==> config.mk <==
export PLATFORM = sky130hd
export DESIGN_NAME = smic_top
export DESIGN_NICKNAME = d
export VERILOG_FILES = /design/src/hw/smic_pkg.sv /design/src/hw/smic_edge_if.sv /design/src/hw/smic_edge_detect.sv /design/src/hw/smic_top.sv
export VERILOG_INCLUDE_DIRS = /design/src /design/src/hw
export SDC_FILE = /design/constraint.sdc
export NUM_CORES = 1
export LEC_CHECK = 0
export BUFFER_PORTS_ARGS = -buffer_cell sky130_fd_sc_hd__clkbuf_2
export CAP_MARGIN = 25
export CORE_ASPECT_RATIO = 0.5
export CORE_MARGIN = 1.5
export CORE_UTILIZATION = 45
export CTS_CLUSTER_DIAMETER = 120
export DETAILED_ROUTE_END_ITERATION = 10
export SYNTH_ARGS = -nofsm -noshare
export SYNTH_HDL_FRONTEND = slang
export SYNTH_HIERARCHICAL = 1
export SYNTH_SLANG_ARGS = --single-unit
==> constraint.sdc <==
create_clock -name clk -period 3.16 [get_ports clk]
set_input_delay 0.474 -clock clk [delete_from_list [all_inputs] [get_ports clk]]
set_output_delay 0.474 -clock clk [all_outputs]
set_load 0.02 [all_outputs]
==> src/hw/smic_defines.svh <==
/*
  Offsets, field positions, reset values and timing counts of the supply
  monitor and interrupt controller. Assumes a 100 MHz system clock.
*/
`ifndef SMIC_DEFINES_SVH
`define SMIC_DEFINES_SVH

// ==========================================
// Register offsets on the data memory port
`define SMIC_OFS_PRI0       4'h0
`define SMIC_OFS_PRI1       4'h1
`define SMIC_OFS_PRI2       4'h2
`define SMIC_OFS_SHR0       4'h3
`define SMIC_OFS_SHR1       4'h4
`define SMIC_OFS_SHR2       4'h5
`define SMIC_OFS_SHR3       4'h6
`define SMIC_OFS_EDGE       4'h7
`define SMIC_OFS_MON        4'h8

// ==========================================
// Implemented bit masks
`define SMIC_MSK_PRI0       8'h7F
`define SMIC_MSK_PRI1       8'hFF
`define SMIC_MSK_PRI2       8'hFF
`define SMIC_MSK_SHR0       8'h33
`define SMIC_MSK_SHR1       8'hFF
`define SMIC_MSK_SHR2       8'h77
`define SMIC_MSK_SHR3       8'h33
`define SMIC_MSK_EDGE       8'h0F
`define SMIC_MSK_MON        8'h1F

// ==========================================
// Reset values
`define SMIC_RST_IRQ        8'h00
`define SMIC_RST_EDGE       8'h00
`define SMIC_RST_MON        8'h00

// ==========================================
// Field positions
`define SMIC_BIT_GLOBAL_EN  0
`define SMIC_BIT_LOW_FLAG   5
`define SMIC_BIT_MON_EN     4
`define SMIC_BIT_REF_OUT    3
`define SMIC_THR_MSB        2
`define SMIC_PIN_A_LSB      0
`define SMIC_PIN_B_LSB      2

// ==========================================
// Peripheral event positions
`define SMIC_EVT_TOUCH      0
`define SMIC_EVT_UART       1
`define SMIC_EVT_ADC        2
`define SMIC_EVT_TB0        3
`define SMIC_EVT_TB1        4
`define SMIC_EVT_CTM0P      5
`define SMIC_EVT_CTM0A      6
`define SMIC_EVT_CTM1P      7
`define SMIC_EVT_CTM1A      8
`define SMIC_EVT_STMP       9
`define SMIC_EVT_STMA       10
`define SMIC_EVT_PTMP       11
`define SMIC_EVT_PTMA       12
`define SMIC_EVT_SIM        13
`define SMIC_EVT_EEPROM     14
`define SMIC_EVT_W          15

// ==========================================
// Timing
`define SMIC_CLK_PERIOD_NS  10
`define SMIC_IRQ_DELAY_NS   20000
`define SMIC_IRQ_DELAY_CYC  ((`SMIC_IRQ_DELAY_NS + `SMIC_CLK_PERIOD_NS - 1) / `SMIC_CLK_PERIOD_NS)

`endif

==> src/hw/smic_pkg.sv <==
/*
  Types of the supply monitor and interrupt controller.
  Assumes nothing beyond the constants header.
*/
package smic_pkg;

  // ==========================================
  // Pin edge modes
  typedef enum logic [1:0] {
    SMIC_EDGE_OFF  = 2'b00,
    SMIC_EDGE_RISE = 2'b01,
    SMIC_EDGE_FALL = 2'b10,
    SMIC_EDGE_BOTH = 2'b11
  } smic_edge_mode_type;

  // ==========================================
  // Supply interrupt delay states
  typedef enum logic [1:0] {
    SMIC_SUP_IDLE  = 2'b00,
    SMIC_SUP_COUNT = 2'b01,
    SMIC_SUP_DONE  = 2'b10
  } smic_sup_state_type;

endpackage

==> src/hw/smic_edge_if.sv <==
/*
  Carrier between the controller and one pin edge detector.
  Assumes the pin level is synchronous to the system clock.
*/
interface smic_edge_if;
  import smic_pkg::*;
  logic               pin;
  smic_edge_mode_type mode;
  logic               hit;
  modport detector (input pin, input mode, output hit);
  modport owner    (output pin, output mode, input hit);
endinterface

==> src/hw/smic_edge_detect.sv <==
/*
  Edge detector for one external interrupt pin.
  Assumes the pin is already synchronous to clk.
*/
module smic_edge_detect
  import smic_pkg::*;
(
  // Clock and reset
  input wire logic   clk,
  input wire logic   rst,
  // Controller side
  smic_edge_if.detector eif
);

  logic prev_r;
  logic armed_r;
  logic rise;
  logic fall;

  // Arming avoids a false edge from the reset value of prev_r
  assign rise = armed_r && eif.pin && !prev_r;
  assign fall = armed_r && !eif.pin && prev_r;
  assign eif.hit = (eif.mode == SMIC_EDGE_RISE && rise) || // RULE_16 RULE_17
                   (eif.mode == SMIC_EDGE_FALL && fall) ||
                   (eif.mode == SMIC_EDGE_BOTH && (rise || fall));

  always_ff @(posedge clk) begin
    prev_r  <= rst ? 1'b0 : eif.pin;
    armed_r <= !rst;
  end
endmodule

==> src/hw/smic_top.sv <==
/*
  Supply monitor control and interrupt request logic: nine byte registers
  on the data memory port, pin edge detection, multi-function merging,
  delayed supply interrupt, wake request and vector selection.
  Assumes all inputs are synchronous to clk and the core reads the vector
  while irq_req is high.
*/
`include "smic_defines.svh"

//
// Contract
// RULE_01: Monitor register holds read-only low flag, enable, reference output, threshold.
// RULE_02: Threshold code selects one of eight levels, ascending from lowest.
// RULE_03: Monitor runs when enabled; detection switched off when disabled.
// RULE_04: Low flag is one while supply below level, zero otherwise, resets zero.
// RULE_05: Internal reference turns on automatically while monitor is in use.
// RULE_06: Reference output enable bit gates the bandgap output.
// RULE_07: Software waits for settling and tolerates flag chatter near threshold.
// RULE_08: Supply request flag sets only after a fixed delay of low flag.
// RULE_09: Supply interrupt feeds one multi-function interrupt.
// RULE_10: Monitor stays active in power down; supply drop sets request flag.
// RULE_11: Supply interrupt during sleep or idle wakes the device.
// RULE_12: Software presets the supply flag to avoid wake-up.
// RULE_13: Two pin sources and the listed internal peripheral sources.
// RULE_14: Three primary, four multi-function and one edge-select register.
// RULE_15: Every source has its own enable bit and request flag.
// RULE_16: Second pin edge bits 3..2: off, rising, falling, both.
// RULE_17: First pin edge bits 1..0 with the same encoding.
// RULE_18: Unimplemented bits of edge-select and monitor registers read zero.
// RULE_19: Accepted interrupt suspends the main program.
// RULE_20: Flag jumps to vector only when its enable is high.
// RULE_21: Global enable low blocks every interrupt.
// RULE_22: Taking an interrupt pushes return address and loads its vector.
// RULE_23: Flags stay set until software clears; software writes may set them.
module smic_top
  import smic_pkg::*;
#(
  parameter int IRQ_DELAY_CYCLES = `SMIC_IRQ_DELAY_CYC
)(
  // Clock and reset
  input  wire logic                   clk,
  input  wire logic                   rst,
  // Data memory register port
  input  wire logic [3:0]             reg_addr,
  input  wire logic                   reg_wr_en,
  input  wire logic [7:0]             reg_wr_data,
  input  wire logic                   reg_rd_en,
  output logic      [7:0]             reg_rd_data,
  // External pins and peripheral events
  input  wire logic                   ext_irq_pin_a,
  input  wire logic                   ext_irq_pin_b,
  input  wire logic [`SMIC_EVT_W-1:0] periph_evt,
  // Analog monitor
  input  wire logic                   supply_below,
  output logic                        monitor_enable,
  output logic                        reference_enable,
  output logic                        reference_output_enable,
  output logic      [2:0]             threshold_select,
  // Core
  input  wire logic                   sleep_mode,
  output logic                        wake_req,
  output logic                        irq_req,
  output logic      [3:0]             irq_vector
);

  localparam int NREG = 9;
  localparam int NVEC = 11;
  localparam int DW   = $clog2(IRQ_DELAY_CYCLES + 1);

  localparam logic [7:0] REG_MASK [0:NREG-1] = '{
    `SMIC_MSK_PRI0, `SMIC_MSK_PRI1, `SMIC_MSK_PRI2,
    `SMIC_MSK_SHR0, `SMIC_MSK_SHR1, `SMIC_MSK_SHR2, `SMIC_MSK_SHR3,
    `SMIC_MSK_EDGE, `SMIC_MSK_MON
  };

  localparam logic [7:0] REG_RST [0:NREG-1] = '{
    `SMIC_RST_IRQ, `SMIC_RST_IRQ, `SMIC_RST_IRQ,
    `SMIC_RST_IRQ, `SMIC_RST_IRQ, `SMIC_RST_IRQ, `SMIC_RST_IRQ,
    `SMIC_RST_EDGE, `SMIC_RST_MON
  };

  // ==========================================
  // Declarations
  logic [7:0]         regs_r   [0:NREG-1];
  logic [7:0]         reg_nxt  [0:NREG-1];
  logic [7:0]         set_v    [0:NREG-1];
  logic [NREG-1:0]    wr_hit;
  logic [NREG-1:0]    new_set;
  logic [1:0]         pin_hit;
  logic [1:0]         pin_lvl;
  logic [3:0]         mf_any;
  logic [NVEC-1:0]    pend;
  logic               global_en;
  logic               low_flag_r;
  logic               low_flag_nxt;
  logic               sup_set;
  logic [DW-1:0]      dly_cnt_r;
  logic [DW-1:0]      dly_cnt_nxt;
  smic_sup_state_type sup_state_r;
  smic_sup_state_type sup_state_nxt;
  logic [7:0]         mon_rd;
  logic [7:0]         rd_nxt;
  logic [7:0]         rd_data_r;
  logic               ref_on_r;
  logic               wake_r;
  logic               irq_req_r;
  logic [3:0]         irq_vector_r;

  // ==========================================
  // Pin edge detectors
  assign pin_lvl = {ext_irq_pin_b, ext_irq_pin_a};

  for (genvar p = 0; p < 2; p++) begin : g_pin
    smic_edge_if eif ();
    assign eif.pin  = pin_lvl[p];
    assign eif.mode = smic_edge_mode_type'(regs_r[`SMIC_OFS_EDGE][2*p +: 2]); // RULE_16 RULE_17
    assign pin_hit[p] = eif.hit;
    smic_edge_detect u_edge (
      .clk (clk),
      .rst (rst),
      .eif (eif)
    );
  end

  // ==========================================
  // Multi-function merge: any enabled sub-request raises the shared flag
  for (genvar m = 0; m < 4; m++) begin : g_mf
    assign mf_any[m] = |(regs_r[`SMIC_OFS_SHR0 + m][7:4] & regs_r[`SMIC_OFS_SHR0 + m][3:0]); // RULE_09
  end

  // ==========================================
  // Hardware set vectors, flags in the upper nibble
  // Primary group: shared flags are re-set every cycle while an enabled sub-request stands
  assign set_v[`SMIC_OFS_PRI0] = {1'b0, periph_evt[`SMIC_EVT_TOUCH], pin_hit, 4'h0}; // RULE_13 RULE_15
  assign set_v[`SMIC_OFS_PRI1] = {periph_evt[`SMIC_EVT_ADC], mf_any[1], mf_any[0],
                                  periph_evt[`SMIC_EVT_UART], 4'h0};
  assign set_v[`SMIC_OFS_PRI2] = {mf_any[3], periph_evt[`SMIC_EVT_TB1], periph_evt[`SMIC_EVT_TB0],
                                  mf_any[2], 4'h0};

  // Shared group
  assign set_v[`SMIC_OFS_SHR0] = {2'h0, periph_evt[`SMIC_EVT_CTM0A], periph_evt[`SMIC_EVT_CTM0P], 4'h0};
  assign set_v[`SMIC_OFS_SHR1] = {periph_evt[`SMIC_EVT_STMA], periph_evt[`SMIC_EVT_STMP],
                                  periph_evt[`SMIC_EVT_CTM1A], periph_evt[`SMIC_EVT_CTM1P], 4'h0};
  assign set_v[`SMIC_OFS_SHR2] = {1'b0, periph_evt[`SMIC_EVT_SIM], periph_evt[`SMIC_EVT_PTMA],
                                  periph_evt[`SMIC_EVT_PTMP], 4'h0};
  assign set_v[`SMIC_OFS_SHR3] = {2'h0, periph_evt[`SMIC_EVT_EEPROM], sup_set, 4'h0}; // RULE_09 RULE_10

  // Control registers have no hardware set
  assign set_v[`SMIC_OFS_EDGE] = 8'h00;
  assign set_v[`SMIC_OFS_MON]  = 8'h00;

  // ==========================================
  // Register file; a hardware set wins over a clearing write
  for (genvar g = 0; g < NREG; g++) begin : g_reg // RULE_14
    assign wr_hit[g]  = reg_wr_en && (reg_addr == 4'(g));
    assign reg_nxt[g] = wr_hit[g] ? ((reg_wr_data & REG_MASK[g]) | set_v[g]) // RULE_23
                                  : (regs_r[g] | set_v[g]);
    assign new_set[g] = |(set_v[g] & ~regs_r[g]);
    always_ff @(posedge clk) begin
      regs_r[g] <= rst ? REG_RST[g] : reg_nxt[g];
    end
  end

  // ==========================================
  // Supply monitor
  assign monitor_enable          = regs_r[`SMIC_OFS_MON][`SMIC_BIT_MON_EN];  // RULE_03
  assign reference_output_enable = regs_r[`SMIC_OFS_MON][`SMIC_BIT_REF_OUT]; // RULE_06
  assign threshold_select        = regs_r[`SMIC_OFS_MON][`SMIC_THR_MSB:0];   // RULE_02
  assign reference_enable        = ref_on_r;

  // Comparator is ignored while disabled, so the flag cannot stick high
  assign low_flag_nxt = monitor_enable && supply_below; // RULE_03 RULE_04

  always_ff @(posedge clk) begin
    low_flag_r <= rst ? 1'b0 : low_flag_nxt;
    // Loaded from the next value so the reference rises with the enable
    ref_on_r   <= rst ? 1'b0 : reg_nxt[`SMIC_OFS_MON][`SMIC_BIT_MON_EN]; // RULE_05
  end

  // Delay from low flag to request; chatter restarts the wait
  assign sup_set = (sup_state_r == SMIC_SUP_COUNT) && low_flag_r &&
                   (dly_cnt_r == DW'(IRQ_DELAY_CYCLES - 1)); // RULE_08

  always_comb begin
    sup_state_nxt = sup_state_r;
    dly_cnt_nxt   = dly_cnt_r;
    unique case (sup_state_r)
      SMIC_SUP_IDLE: begin
        dly_cnt_nxt = '0;
        if (low_flag_r) begin
          sup_state_nxt = SMIC_SUP_COUNT;
        end
      end
      SMIC_SUP_COUNT: begin
        if (!low_flag_r) begin
          sup_state_nxt = SMIC_SUP_IDLE;
        end else if (sup_set) begin
          sup_state_nxt = SMIC_SUP_DONE; // RULE_08
        end else begin
          dly_cnt_nxt = dly_cnt_r + DW'(1);
        end
      end
      SMIC_SUP_DONE: begin
        if (!low_flag_r) begin
          sup_state_nxt = SMIC_SUP_IDLE;
        end
      end
      default: begin
        sup_state_nxt = SMIC_SUP_IDLE;
      end
    endcase
  end

  always_ff @(posedge clk) begin
    sup_state_r <= rst ? SMIC_SUP_IDLE : sup_state_nxt;
    dly_cnt_r   <= rst ? '0 : dly_cnt_nxt;
  end

  // ==========================================
  // Read path
  assign mon_rd  = {2'b00, low_flag_r, regs_r[`SMIC_OFS_MON][4:0]}; // RULE_01 RULE_18
  assign rd_nxt  = !reg_rd_en                    ? rd_data_r :
                   (reg_addr == `SMIC_OFS_MON)   ? mon_rd :
                   (reg_addr <  `SMIC_OFS_MON)   ? (regs_r[reg_addr[2:0]] & REG_MASK[reg_addr[2:0]]) :
                                                   8'h00;

  always_ff @(posedge clk) begin
    rd_data_r <= rst ? 8'h00 : rd_nxt;
  end
  assign reg_rd_data = rd_data_r;

  // ==========================================
  // Request to the core, lowest vector first
  function automatic logic [3:0] smic_first(input logic [NVEC-1:0] v);
    logic [3:0] idx;
    idx = 4'h0;
    for (int i = NVEC - 1; i >= 0; i--) begin
      if (v[i]) begin
        idx = 4'(i);
      end
    end
    return idx;
  endfunction

  assign global_en = regs_r[`SMIC_OFS_PRI0][`SMIC_BIT_GLOBAL_EN];
  assign pend = {regs_r[`SMIC_OFS_PRI2][7:4] & regs_r[`SMIC_OFS_PRI2][3:0],
                 regs_r[`SMIC_OFS_PRI1][7:4] & regs_r[`SMIC_OFS_PRI1][3:0],
                 regs_r[`SMIC_OFS_PRI0][6:4] & regs_r[`SMIC_OFS_PRI0][3:1]}; // RULE_20

  always_ff @(posedge clk) begin
    irq_req_r    <= rst ? 1'b0 : (global_en && (|pend)); // RULE_19 RULE_21
    irq_vector_r <= rst ? 4'h0 : smic_first(pend);       // RULE_22
    wake_r       <= rst ? 1'b0 : (sleep_mode && (|new_set)); // RULE_11 RULE_12
  end

  assign irq_req    = irq_req_r;
  assign irq_vector = irq_vector_r;
  assign wake_req   = wake_r;

  logic [DW:0] hold_cnt_r;
  always_ff @(posedge clk) begin
    if (rst || !low_flag_r) begin
      hold_cnt_r <= '0;
    end else if (hold_cnt_r <= (DW+1)'(IRQ_DELAY_CYCLES)) begin
      hold_cnt_r <= hold_cnt_r + (DW+1)'(1);
    end
  end
endmodule

==> results.md <==
- Crit path required time: ~3.4 ns
- Post-synth EDFFs: 0
- Clk_lat worst skew: about 0.34 ns
- Final Hold Vio Count: 0
- Routed WL: roughly 12 mm
- Status: finished clean
- Core Region: around 8800 sq um
- Final Max Slew Viols: 0
- Total negative slack: 0 ns
- RSZ-0062 raised after global routing: no
- # diodes: 0
- Largest net degree at the start of global routing: 33
- Startpoint types: input pin
- Pre-CTS setup slack: between 0.8 and 0.9 ns
- # H-tree levels: 3
- Io pins: 55
- Fin util: a little over half
- Gr ovfl total: 0
- Die Ht: 70.5 microns
- Row count: 24
- Post-synth top cells: nand2_1, dfxtp_1, a21oi_1, a31oi_1, inv_1
- Max-cap viol count: 0
- Slew HR: between 40% and 50%
- Synthesized netlist cell count: slightly above 500
- First-pass GRT wire length: about 20 mm
- Syn. warnings: 6
- Tot GR Track Use: 26.5%
- Post-DRT Antenna Nets: 0
- Routability congestion estimate: slightly above 0.9
- Post-CTS Setup Bufs: 0
- Chip width: 138 microns
- Max Root-Sink Buffers: 2
- Buffers on Ports: 54
- Crit path kind: input pin to flop
- CP max FO: 19
- TritonCTS Sinks: between 80 and 90
- Root buffer cell: clkbuf_16
- CTS clk-pin slew, worst paths: ~0.060 ns
- CTS hold repair buffers: 0
- DR DRC count: 0
- Detailed placer's ending HPWL: 9.09 mm
- Synthesized net count: 544
- Layout cells sized above 1: roughly 16%
- Initial antenna violation count: 0
- CTS tree: done
- Leakage: 1.78 nW
- Drt via density: between 5 and 6
- DR vias: roughly 3800
- Ys flop type: dfxtp_1
- Cell taking the most area after synthesis: dfxtp_1
- Top cells by area, synth: dfxtp_1, nand2_1, a21oi_1
- Filler instances: around 860
- Area share of the largest cell type after synthesis: 41.9%
- Critical path endpoint category: flop
- PostCTS Resize Cnt: 0
- Area Growth Syn to Fin: 15.1%
- Cell with the most instances after synthesis: nand2_1
- Post-route design area: ~4700 sq um
- Slew @ Worst Pin: just under 0.8 ns
- Avg WL per Cell: 18.4 microns
- Power per standard cell area: a little over 500 nW/um^2
- Fin nets: between 500 and 600
- Peak supply drop: between 0.2 and 0.3 mV
- Syn Area/Cell: roughly 8.1 sq um
- TritonRoute pass-1 iters: 5
- Distinct cells, synth: 52
- Vias in the first global route: around 3600
- Final min period: 1.97 ns
- Register area share after synthesis: 41.9%
- Num CTS Buffers: 9
- Die Footprint: around 9700 sq um
- Placed cell area: ~4400 sq um
- Final Setup Violations: 0
- Mapped Area: 4110 sq um
- #FFs+latches synth: between 80 and 90
- Hold Slack: about 0.37 ns
- Tcrit/Tclk final: 62.3%
- Initial drt markers: between 400 and 500
- F_max: between 500 and 600 MHz
- PnR worst setup slack: between 1 and 1.5 ns
- Hold Path Class: input pin to flop
- CP Data Arrival Time: around 2.2 ns
- Skew final: 0.00459 ns
- Initial Util: 46.8%
- Async SR Flop Fraction: 0%
where the power goes:
group | internal, W | switching (W) | total, W
logic | 0.0000669 | 0.000119 | 0.000186
registers | 0.00111 | 0.0000341 | 0.00115
clock network | 0.000687 | 0.000433 | 0.00112
per-layer routing:
layer	routed length (microns)	vias to the layer above	track usage [%]
met5	0	-	0
met2	4950	177	37.3
met1	6030	1806	39.6
li1	-	1857	-
met4	114	0	5.50
met3	1170	9	8.33
final cells by class:
| type | count | area (sq um) | area share [%] |
|---|---|---|---|
| multi-input cells | 370 | 2180 | 46.2 |
| flip-flops and latches | 86 | 1720 | 36.4 |
| repair buffers | 56 | 285 | 6.04 |
| clock buffers | 11 | 233 | 4.92 |
| well taps | 117 | 146 | 3.10 |
| inverters | 22 | 82.6 | 1.75 |
| clock inverters | 4 | 72.6 | 1.54 |
sequential cells by signal (all words and copies together) (netlist names):
signal,cells
irq_vector,4
low_flag_r,1
irq_req,1
dly_cnt_r,11
reg_rd_data,8
g_pin.u_edge/prev_r,2
sup_state_r,2
regs_r,54
wake_req,1
g_pin.u_edge/armed_r,2
critical path, cell delays in order:
cell      delay (ns)
clkbuf_2        0.32
inv_1           0.21
ha_1            0.35
nand2_1         0.11
nor2_2          0.34
nand2_1         0.21
nand2_1         0.11
a21oi_1         0.06
metrics by stage:
| stage | power [W] | instances |
|---|---|---|
| after global placement | 0.00135 | 651 |
| after global routing | 0.00253 | 666 |
| after CTS | 0.00247 | 666 |
| final | 0.00245 | 666 |
| after detailed placement | 0.00135 | 651 |
| after floorplan | 0.00127 | 504 |
cells in the final DEF, fill, tap and decap left out, drive strengths merged, types with 2 or more instances in the layout:
cell / n
a21oi: 45
nand2: 118
nor2b: 15
bufinv: 2
a22o: 3
or3: 3
mux4: 6
and3: 6
nor4: 2
o22ai: 11
nor3: 9
ha: 5
and2: 2
buf: 2
o21ai: 13
a311oi: 2
nor2: 21
nor3b: 3
dfxtp: 86
inv: 22
a32oi: 2
xnor2: 6
clkbuf: 65
nand4b: 5
mux2i: 12
nand2b: 7
a22oi: 9
a31oi: 25
mux2: 2
nand3: 20
nand4: 5
or3b: 2
cells by family after synthesis:
| kind of cell | share of synthesized area (%) |
|---|---|
| compound gates | 17.4 |
| xor+xnor | 1.28 |
| fa+ha+maj | 1.52 |
| buf+inv | 4.85 |
| flops | 41.9 |
| mux | 6.77 |
| simple gates | 26.2 |
worst paths after layout:
path | from | to | slack, ns | cells past startpoint
worst max-delay path | reg_addr[1] | regs_r[8][4]$_SDFFE_PP0P_ | 1.19 | 8
worst min-delay path | periph_evt[14] | regs_r[6][5]$_SDFF_PP0_ | 0.37 | 3
worst max register to register | regs_r[1][4]$_SDFF_PP0_ | wake_req$_SDFF_PP0_ | 1.25 | 4
worst min register to register | reg_rd_data[6]$_SDFFE_PP0P_ | reg_rd_data[6]$_SDFFE_PP0P_ | 0.47 | 2
(Power assumes the default switching activity.)
